==> config.mk <==
export PLATFORM = sky130hd
export DESIGN_NAME = pdus_ctrl
export DESIGN_NICKNAME = d
export VERILOG_FILES = /design/src/rtl/pdus_pkg.sv /design/src/rtl/pdus_ctrl.sv
export SDC_FILE = /design/constraint.sdc
export NUM_CORES = 1
export LEC_CHECK = 0
export BUFFER_PORTS_ARGS = -buffer_cell sky130_fd_sc_hd__buf_2
export CORE_MARGIN = 3
export CORE_UTILIZATION = 54
export DETAILED_ROUTE_END_ITERATION = 10
export GPL_TIMING_DRIVEN = 0
export MAX_ROUTING_LAYER = met4
export PLACE_DENSITY = 0.9
export SETUP_SLACK_MARGIN = 0.15
export SLEW_MARGIN = 20
export SYNTH_ARGS = -nofsm -noshare
export SYNTH_HDL_FRONTEND = slang
export SYNTH_SLANG_ARGS = --single-unit
==> constraint.sdc <==
create_clock -name pclk -period 2.84 [get_ports pclk]
set_input_delay 0.426 -clock pclk [delete_from_list [all_inputs] [get_ports pclk]]
set_output_delay 0.426 -clock pclk [all_outputs]
set_load 0.01 [all_outputs]
==> src/rtl/pdus_pkg.sv <==
//==============================================================
package pdus_pkg;

	// ==============================================================
	// timing
	localparam int unsigned CORE_CLK_HZ = 50_000_000;
	localparam int unsigned SYNC_DIVIDE = 4;

	// ==============================================================
	// register map (byte addresses)
	localparam logic [7:0] ADDR_CTRL_ONE    = 8'h00;
	localparam logic [7:0] ADDR_CTRL_TWO    = 8'h04;
	localparam logic [7:0] ADDR_STATUS      = 8'h08;
	localparam logic [7:0] ADDR_ACTIVE_ONE  = 8'h0C;
	localparam logic [7:0] ADDR_ACTIVE_TWO  = 8'h10;

	localparam logic [31:0] CTRL_ONE_RESET  = 32'h0000_0000;
	localparam logic [31:0] CTRL_TWO_RESET  = 32'h0000_0000;
	localparam logic [31:0] CTRL_ONE_WMASK  = 32'h00E0_00F8;
	localparam logic [31:0] CTRL_TWO_WMASK  = 32'h0000_0E00;

	// control_function_reg_one field layout, msb first
	typedef struct packed {
		logic [7:0]  rsv_hi;
		logic        auto_sync;
		logic        soft_manual_sync;
		logic        linear_sweep_en;
		logic [12:0] rsv_mid;
		logic        pd_digital;
		logic        pd_comparator;
		logic        pd_dac;
		logic        pd_clock_input;
		logic        pd_full_mode;
		logic [2:0]  rsv_lo;
	} pdus_ctrl_one_t;

	// control_function_reg_two field layout, msb first
	typedef struct packed {
		logic [19:0] rsv_hi;
		logic        hs_sync_enh;
		logic        hard_manual_sync;
		logic        crystal_out_active;
		logic [8:0]  rsv_lo;
	} pdus_ctrl_two_t;

	typedef struct packed {
		logic digital;
		logic comparator;
		logic dac;
		logic clock_input;
	} pdus_pd_t;

	// divider phase; sync clock is high in PH_0 and PH_1
	typedef enum logic [1:0] {
		PH_0 = 2'b00,
		PH_1 = 2'b01,
		PH_2 = 2'b10,
		PH_3 = 2'b11
	} pdus_phase_t;

	// phase a slave must be in when the master's sync clock edge is seen
	localparam pdus_phase_t SYNC_ALIGN_PH = PH_0;
	// phase that goes straight to PH_0, skipping PH_3, when an advance is pending
	localparam pdus_phase_t SHORTEN_PH    = PH_2;
	// reset in the last low phase so the first edge after reset is a true sync rise
	localparam pdus_phase_t PHASE_RESET   = PH_3;

	// status register layout, msb first
	typedef struct packed {
		logic [15:0] rsv;
		logic [7:0]  load_count;
		logic        profile_select_low;
		logic        advance_pending;
		logic [1:0]  phase;
		pdus_pd_t    pd;
	} pdus_status_t;

endpackage

==> src/rtl/pdus_ctrl.sv <==
// The placing of the registers and register access over APB were chosen for this implementation.
`timescale 1ns/10ps
module pdus_ctrl import pdus_pkg::*; (
	input  wire logic        pclk,
	input  wire logic        presetn,
	input  wire logic [7:0]  paddr,
	input  wire logic        psel,
	input  wire logic        penable,
	input  wire logic        pwrite,
	input  wire logic [31:0] pwdata,
	output logic      [31:0] prdata,
	output logic             pready,
	output logic             pslverr,
	input  wire logic        external_powerdown_pin,
	input  wire logic        io_update,
	input  wire logic        sync_in,
	input  wire logic        profile_select_low,
	input  wire logic        crystal_osc_in,
	output logic             sync_clk_out,
	output logic             register_load,
	output pdus_pd_t         powerdown,
	output logic             crystal_out,
	output logic             hs_sync_enable,
	output logic             linear_sweep_enable
);

	// ==============================================================
	// helpers
	function automatic logic is_rise(input logic now_v, input logic prev_v);
		is_rise = now_v & ~prev_v;
	endfunction

	// ==============================================================
	// state
	pdus_ctrl_one_t buf_one_q;
	pdus_ctrl_two_t buf_two_q;
	pdus_ctrl_one_t act_one_q;
	pdus_ctrl_two_t act_two_q;
	pdus_phase_t    phase_q;
	pdus_phase_t    phase_d;
	logic           adv_q;
	logic           adv_set;
	logic           sync_in_q;
	logic           sync_rise;
	logic           upd_smp_q;
	logic           load_q;
	logic           tick;
	logic [7:0]     load_count_q;
	logic           ps_low_q;
	logic           sync_clk_q;
	pdus_pd_t       pd_q;
	pdus_pd_t       pd_d;
	logic           xtal_q;
	logic [31:0]    prdata_q;
	logic           pready_q;
	logic           pslverr_q;
	logic           setup_ph;
	logic           wr_acc;
	logic           addr_ok;
	logic [31:0]    rd_mux;
	pdus_status_t   status;

	// ==============================================================
	// apb slave: zero wait states, ready in the cycle after setup
	assign setup_ph = psel & ~penable;
	// an error response also blocks the write, so unmapped offsets never alias
	assign wr_acc   = psel & penable & pready_q & pwrite & ~pslverr_q;

	always_comb begin
		addr_ok = 1'b1;
		rd_mux  = 32'h0000_0000;
		unique case (paddr)
			ADDR_CTRL_ONE:   rd_mux = buf_one_q;
			ADDR_CTRL_TWO:   rd_mux = buf_two_q;
			ADDR_STATUS:     rd_mux = status;
			ADDR_ACTIVE_ONE: rd_mux = act_one_q;
			ADDR_ACTIVE_TWO: rd_mux = act_two_q;
			default:         addr_ok = 1'b0;
		endcase
	end

	// read-only view of divider, advance and power-down state for bring-up
	always_comb begin
		status                    = '0;
		status.load_count         = load_count_q;
		status.profile_select_low = ps_low_q;
		status.advance_pending    = adv_q;
		status.phase              = phase_q;
		status.pd                 = pd_q;
	end

	always_ff @(posedge pclk or negedge presetn) begin
		if (!presetn) begin
			pready_q  <= 1'b0;
			pslverr_q <= 1'b0;
			prdata_q  <= 32'h0000_0000;
		end else begin
			pready_q  <= setup_ph;
			pslverr_q <= setup_ph & ~addr_ok;
			if (setup_ph && !pwrite) begin
				prdata_q <= rd_mux;
			end
		end
	end

	// writes land in the buffer only; the active copy waits for a load
	always_ff @(posedge pclk or negedge presetn) begin
		if (!presetn) begin
			buf_one_q <= CTRL_ONE_RESET;
			buf_two_q <= CTRL_TWO_RESET;
		end else if (wr_acc) begin
			if (paddr == ADDR_CTRL_ONE) begin
				buf_one_q <= pwdata & CTRL_ONE_WMASK;
			end
			if (paddr == ADDR_CTRL_TWO) begin
				buf_two_q <= pwdata & CTRL_TWO_WMASK;
			end
		end
	end

	// ==============================================================
	// divide-by-four sync clock with one-count shortening
	always_comb begin
		unique case (phase_q)
			PH_0: phase_d = PH_1;
			PH_1: phase_d = PH_2;
			PH_2: phase_d = adv_q ? PH_0 : PH_3;
			PH_3: phase_d = PH_0;
		endcase
	end

	// rising edge of the sync clock is the edge that enters PH_0
	assign tick = (phase_d == PH_0);

	always_ff @(posedge pclk or negedge presetn) begin
		if (!presetn) begin
			// low phase matches the low output, so no half period follows reset
			phase_q    <= PHASE_RESET;
			sync_clk_q <= 1'b0;
		end else begin
			phase_q    <= phase_d;
			sync_clk_q <= (phase_d == PH_0) || (phase_d == PH_1);
		end
	end

	// ==============================================================
	// edge advance requests
	// inputs are synchronous, so one register suffices for edge detection
	// the previous level resets low, the idle level of the pin, so reset makes no edge
	assign sync_rise = is_rise(sync_in, sync_in_q);

	// auto requests are held off while one is pending to avoid double steps
	assign adv_set = act_one_q.soft_manual_sync
		| (act_two_q.hard_manual_sync & sync_rise)
		| (act_one_q.auto_sync & sync_rise & ~adv_q & (phase_q != SYNC_ALIGN_PH));

	always_ff @(posedge pclk or negedge presetn) begin
		if (!presetn) begin
			sync_in_q <= 1'b0;
		end else begin
			sync_in_q <= sync_in;
		end
	end

	// a new request in the cycle the shortened count is used is kept
	always_ff @(posedge pclk or negedge presetn) begin
		if (!presetn) begin
			adv_q <= 1'b0;
		end else if (adv_set) begin
			adv_q <= 1'b1;
		end else if (phase_q == SHORTEN_PH) begin
			adv_q <= 1'b0;
		end
	end

	// ==============================================================
	// update strobe sampling and load pulse
	// the profile pin has no path into the load; only the strobe edge loads
	always_ff @(posedge pclk or negedge presetn) begin
		if (!presetn) begin
			upd_smp_q <= 1'b0;
			load_q    <= 1'b0;
		end else if (tick) begin
			upd_smp_q <= io_update;
			load_q    <= is_rise(io_update, upd_smp_q);
		end else begin
			load_q    <= 1'b0;
		end
	end

	// load pulse always rises with the sync clock edge; the active copy follows one clock later
	always_ff @(posedge pclk or negedge presetn) begin
		if (!presetn) begin
			act_one_q <= CTRL_ONE_RESET;
			act_two_q <= CTRL_TWO_RESET;
		end else if (load_q) begin
			act_one_q <= buf_one_q;
			act_two_q <= buf_two_q;
		end else if (act_one_q.soft_manual_sync) begin
			// one-shot: the step is taken once per load of the bit
			act_one_q.soft_manual_sync <= 1'b0;
		end
	end

	// load counter wraps; it is a debug aid only
	always_ff @(posedge pclk or negedge presetn) begin
		if (!presetn) begin
			load_count_q <= 8'h00;
			ps_low_q     <= 1'b0;
		end else begin
			ps_low_q <= profile_select_low;
			if (load_q) begin
				load_count_q <= load_count_q + 8'h01;
			end
		end
	end

	// ==============================================================
	// power-down decode
	always_comb begin
		if (!external_powerdown_pin) begin
			pd_d.digital     = act_one_q.pd_digital;
			pd_d.comparator  = act_one_q.pd_comparator;
			pd_d.dac         = act_one_q.pd_dac;
			pd_d.clock_input = act_one_q.pd_clock_input;
		end else if (!act_one_q.pd_full_mode) begin
			// fast recovery: keep clocks and DAC alive; logic sleeps, comparator follows its bit
			pd_d.digital     = 1'b1;
			pd_d.comparator  = act_one_q.pd_comparator;
			pd_d.dac         = 1'b0;
			pd_d.clock_input = 1'b0;
		end else begin
			pd_d = '1;
		end
	end

	// registered so every power-down output comes straight from a flop
	always_ff @(posedge pclk or negedge presetn) begin
		if (!presetn) begin
			pd_q   <= '0;
			xtal_q <= 1'b0;
		end else begin
			pd_q   <= pd_d;
			// registered copy; fine for a low-rate reference tap only
			xtal_q <= crystal_osc_in & act_two_q.crystal_out_active;
		end
	end

	// ==============================================================
	// outputs
	assign prdata              = prdata_q;
	assign pready              = pready_q;
	assign pslverr             = pslverr_q;
	assign sync_clk_out        = sync_clk_q;
	assign register_load       = load_q;
	assign powerdown           = pd_q;
	assign crystal_out         = xtal_q;
	assign hs_sync_enable      = act_two_q.hs_sync_enh;
	assign linear_sweep_enable = act_one_q.linear_sweep_en;

	// ==============================================================
	// assertions
	a_pd_software: assert property (@(posedge pclk) disable iff (!presetn)
		!external_powerdown_pin |=> powerdown == {$past(act_one_q.pd_digital), $past(act_one_q.pd_comparator),
			$past(act_one_q.pd_dac), $past(act_one_q.pd_clock_input)})
		else $error("power-down outputs do not follow software bits");

	a_pd_fast_mode: assert property (@(posedge pclk) disable iff (!presetn)
		external_powerdown_pin && !act_one_q.pd_full_mode |=> powerdown.digital && !powerdown.dac
			&& !powerdown.clock_input && (powerdown.comparator == $past(act_one_q.pd_comparator)))
		else $error("fast recovery power-down levels wrong");

	a_pd_full_mode: assert property (@(posedge pclk) disable iff (!presetn)
		external_powerdown_pin && act_one_q.pd_full_mode |=> powerdown == 4'b1111)
		else $error("full power-down not forcing all outputs");

	a_div_normal: assert property (@(posedge pclk) disable iff (!presetn)
		$rose(sync_clk_out) && !adv_q |=> !adv_q |=> !adv_q |-> ##2 $rose(sync_clk_out))
		else $error("sync clock period is not four system clocks");

	a_div_shorten: assert property (@(posedge pclk) disable iff (!presetn)
		phase_q == PH_2 && adv_q |=> phase_q == PH_0 ##0 sync_clk_out)
		else $error("advance did not shorten the count by one");

	a_load_edge: assert property (@(posedge pclk) disable iff (!presetn)
		tick && io_update && !upd_smp_q |=> register_load ##1 !register_load)
		else $error("strobe edge did not give a single load pulse");

	a_load_held: assert property (@(posedge pclk) disable iff (!presetn)
		tick && io_update && upd_smp_q |=> !register_load)
		else $error("held strobe produced another load");

	a_load_latency: assert property (@(posedge pclk) disable iff (!presetn)
		register_load |-> $past(tick) && phase_q == PH_0)
		else $error("load pulse not at fixed sync clock position");

	a_hw_advance: assert property (@(posedge pclk) disable iff (!presetn)
		act_two_q.hard_manual_sync && sync_rise |=> adv_q)
		else $error("sync input edge did not request an advance");

	a_sw_advance: assert property (@(posedge pclk) disable iff (!presetn)
		act_one_q.soft_manual_sync && !load_q |=> adv_q && !act_one_q.soft_manual_sync)
		else $error("software manual sync did not step once");

	a_crystal_gate: assert property (@(posedge pclk) disable iff (!presetn)
		!act_two_q.crystal_out_active |=> !crystal_out)
		else $error("crystal output driven while disabled");

	// strobe sampling, buffered copy, alignment and crystal path
	a_strobe_sample: assert property (@(posedge pclk) disable iff (!presetn)
		tick |=> upd_smp_q == $past(io_update))
		else $error("update strobe not sampled at the sync clock rise");

	a_load_only_edge: assert property (@(posedge pclk) disable iff (!presetn)
		!(tick && io_update && !upd_smp_q) |=> !register_load)
		else $error("load pulse without a sampled strobe edge");

	a_active_copy: assert property (@(posedge pclk) disable iff (!presetn)
		register_load |=> act_one_q == $past(buf_one_q) && act_two_q == $past(buf_two_q))
		else $error("load did not copy the buffered settings");

	a_auto_request: assert property (@(posedge pclk) disable iff (!presetn)
		act_one_q.auto_sync && sync_rise && !adv_q && phase_q != SYNC_ALIGN_PH |=> adv_q)
		else $error("misaligned sync input did not request an advance");

	a_auto_aligned: assert property (@(posedge pclk) disable iff (!presetn)
		act_one_q.auto_sync && !act_one_q.soft_manual_sync && !act_two_q.hard_manual_sync && sync_rise && !adv_q
			&& phase_q == SYNC_ALIGN_PH |=> !adv_q)
		else $error("aligned slave still requested an advance");

	a_crystal_pass: assert property (@(posedge pclk) disable iff (!presetn)
		act_two_q.crystal_out_active |=> crystal_out == $past(crystal_osc_in))
		else $error("crystal output does not follow the oscillator");

	// cover points for the main scenarios
	c_load_seen: cover property (@(posedge pclk) disable iff (!presetn) register_load);
	c_advance_used: cover property (@(posedge pclk) disable iff (!presetn) phase_q == PH_2 && adv_q);
	c_full_pd: cover property (@(posedge pclk) disable iff (!presetn) powerdown == 4'b1111);
	c_auto_align: cover property (@(posedge pclk) disable iff (!presetn)
		act_one_q.auto_sync && sync_rise && phase_q == SYNC_ALIGN_PH);
	c_hw_step: cover property (@(posedge pclk) disable iff (!presetn) act_two_q.hard_manual_sync && sync_rise);

endmodule // pdus_ctrl

==> flow_metrics.py <==
metrics = {
    "critical_path": {
        "path_cells": "or4b_2 > nor4_4 > mux2_2",
        "critPathSlowestCell": "or4b_2",
        "start_kind": "flip-flop",
        "arrival_ns": 2.36,
        "crit_path_max_incr_delay_ns": 0.68,
        "end_kind": "flip-flop",
        "crit_required_ns": 3.06,
        "crit_fanout": 8,
        "path_class": "flip-flop to flip-flop",
    },
    "place": {
        "hpwl_um": 4150,
        "globalplace.congestion": 0.767,
        "port_buffers": 58,
        "detailed_place.area_sq_um": 3200,
        "post-place-ws_ns": 0.430,
    },
    "power": {
        "leakage_nw": 1.72,
        "internal-power_w": 0.00158,
        "comb_power_share_pct": 10.1,
        "power.switching_w": 0.000500,
        "seqPwrFrac_pct": 49.0,
        "powerDensity_nw_per_um2": 611,
        "ir_drop_mv": 0.443,
        "p_clk_share_pct": 40.9,
        "p_sw_share_pct": 24.0,
    },
    "clock_network": {
        "clk_path_buf_depth": 2,
        "holdBufCountCts": 0,
        "clock-root-buffer": "clkbuf_8",
        "clock_latency_ns": 0.34,
        "cts-htree-levels": 3,
        "cts_post_setup_buffers_inserted": 0,
        "cts.sinks": 64,
        "post_cts_resize_count": 0,
        "path_clk_slew_ns": 0.07,
        "cts_buffers": 9,
        "cts_tree": "done",
    },
    "floorplan": {
        "start_util_pct": 57.3,
        "die_w_um": 77.7,
        "core-area_sq_um": 4850,
        "dieArea_sq_um": 6040,
        "die_y_um": 77.7,
        "io_pins": 93,
        "rows": 25,
    },
    "yosys": {
        "yosysSeqAreaShare_pct": 57.8,
        "syn_inst": 215,
        "synth_top_area_cell": "dfrtp_1",
        "syn_area_sq_um": 2780,
        "ys.flop_type": "dfrtp_1",
        "ys_ff_latch": 64,
        "yosys_warnings": 0,
        "synth.top_cell.area_share_pct": 55.9,
        "synth_edf_count": 0,
        "synthTopCellsByCount": "dfrtp_1 (62), mux2_2 (21), a22o_1 (13), buf_4 (13), nand2_1 (9)",
        "synth_area_per_cell_sq_um": 12.9,
        "yosysMostFrequentCell": "dfrtp_1",
        "netlist-cell-type-count": 42,
        "synthTopCellsByArea": "dfrtp_1 (56%), mux2_2 (8.5%), a22o_1 (4.1%)",
        "async_flop_share_pct": 100,
    },
    "cells_and_area": {
        "fill_cells": 355,
        "final_core_util_pct": 70.4,
        "area_growth_pct": 22.9,
        "drive_above_1_share_pct": 39.2,
        "final_net_count": 347,
        "diodes": 0,
        "design_area_sq_um": 3410,
    },
    "timing": {
        "clock_skew_ns": 0.00416,
        "worst_pin_slew_ns": 0.851,
        "min_period_ns": 2.14,
        "drv_slew": 0,
        "hold_viol": 0,
        "relSlewSlack_pct": 42.7,
        "finalSetupViolations": 0,
        "finalCritPeriodShare_pct": 75.4,
        "worst_slack_ns": 0.700,
        "setup_tns_ns": 0,
        "fmax_ghz": 0.467,
        "grt_setup_unrepaired": "false",
    },
    "global_routing": {
        "grt_usage_pct": 21.2,
        "grt_pass1_vias": 1929,
        "grt_pass1_wl_um": 9490,
        "antenna_found_initial": 0,
        "grt_max_degree": 65,
        "grt.overflow.total": 0,
    },
    "outcome": {
        "status": "complete, no violations",
    },
    "drt": {
        "wl_per_cell_um": 16.0,
        "drt_iter0_markers": 141,
        "ant_nets": 0,
        "drt-vias-per-instance": 5.29,
        "drc": 0,
        "vias": 1948,
        "drt_first_pass_iters": 4,
        "routed_wirelength_um": 5870,
    },
    "worst_hold_path": {
        "hold_path.class": "input pin to asynchronous set/reset pin",
    },
    "run": {
        "drv_cap": 0,
    },
}
## cell families (layout without fill, tap and decap cells)
| logic type | after synthesis | after routing | synth area share, % |
|---|---|---|---|
| adder cells (fa/ha/maj) | 1 | 1 | 0.451 |
| XOR/XNOR | 7 | 7 | 2.21 |
| flip-flops | 64 | 64 | 57.8 |
| AO/OA/AOI/OAI | 41 | 41 | 11.6 |
| buffers and inverters | 27 | 101 | 5.45 |
| multiplexers | 26 | 26 | 10.3 |
| other | 1 | 13 | 0.135 |
| AND/OR/NAND/NOR | 48 | 48 | 12.1 |
## worst max-delay path: cells and delay by family, from the launching register on
kind,cells,cell delay (ns)
and+or+nand+nor,2,1.20
muxes,1,0.42
DFF,1,0.40
## routing by layer
layer / GRT usage [%] / up-vias / part of all wire [%] / routed length (um)
met5: - / - / 0 / 0
met4: 7.83 / 0 / 1.3 / 78
met3: 5.45 / 7 / 5.8 / 342
met2: 33.2 / 65 / 51 / 3020
met1: 26.6 / 953 / 41 / 2440
li1: - / 923 / - / -
## flip-flops by register name, summed over array words and instances, names as in the netlist
| signal | flops |
|---|---|
| act_one_q | 7 |
| act_two_q | 2 |
| adv_q | 1 |
| buf_one_q | 8 |
| buf_two_q | 3 |
| crystal_out | 1 |
| hs_sync_enable | 1 |
| linear_sweep_enable | 1 |
| load_count_q | 8 |
| phase_q | 2 |
| powerdown | 4 |
| prdata | 19 |
| pready | 1 |
| ps_low_q | 1 |
| pslverr | 1 |
| register_load | 1 |
| sync_clk_out | 1 |
| sync_in_q | 1 |
| upd_smp_q | 1 |
## cells in the final DEF, fill, tap and decap left out, drive strengths merged, types with 3 or more instances in the layout
cell and instances:
nor4 5, o21ai 6, a2111oi 3, or2 4
mux2 21, a22o 13, nand2 9, xnor2 6
mux2i 5, dfrtp 62, inv 4, nand2b 5
o2bb2ai 5, nand4 3, a22oi 3, conb 13
o31ai 3, and2 3, buf 74, nand3b 6
a221o 3, clkbuf 20
## power groups by stage
stage | Sequential (W) | Clock (W) | Combinational, W
finish | 0.00102 | 0.000852 | 0.000210
detailed placement | 0.00104 | 0 | 0.000208
CTS | 0.00102 | 0.000876 | 0.000212
floorplan | 0.00103 | 0 | 0.000128
global placement | 0.00103 | 0 | 0.000200
global route | 0.00103 | 0.000914 | 0.000233
## stage by stage
step                hold slack [ns]  cells  total power (W)
floorplan                     0.130    227          0.00115
finish                        0.162    368          0.00208
detailed placement            0.448    352          0.00124
global placement              0.409    352          0.00123
global route                  0.180    368          0.00217
CTS                           0.170    368          0.00211
## path summary, 6_finish.rpt
path | startpoint | cells after the start | to | slack [ns]
worst max-delay path | pslverr | 3 | buf_one_q[7] | 0.70
worst min-delay path | presetn | 1 | prdata[9] | 0.16
worst max register to register | pslverr | 3 | buf_one_q[7] | 0.70
worst min register to register | upd_smp_q | 1 | register_load | 0.46
max in group asynchronous | presetn | 1 | prdata[23] | 2.16
min in group pclk | profile_select_low | 1 | ps_low_q | 0.19
## final cells by class
cell class	instances	area, sq um	area share [%]
repair buffers	58	293	8.58
multi-input cells	136	1070	31.2
inverters	4	15.0	0.440
well taps	67	83.8	2.46
plain buffers	23	136	4.00
flip-flops and latches	64	1600	47.0
clock buffers	13	149	4.36
clock inverters	3	65.1	1.91
(Power assumes the default switching activity.)
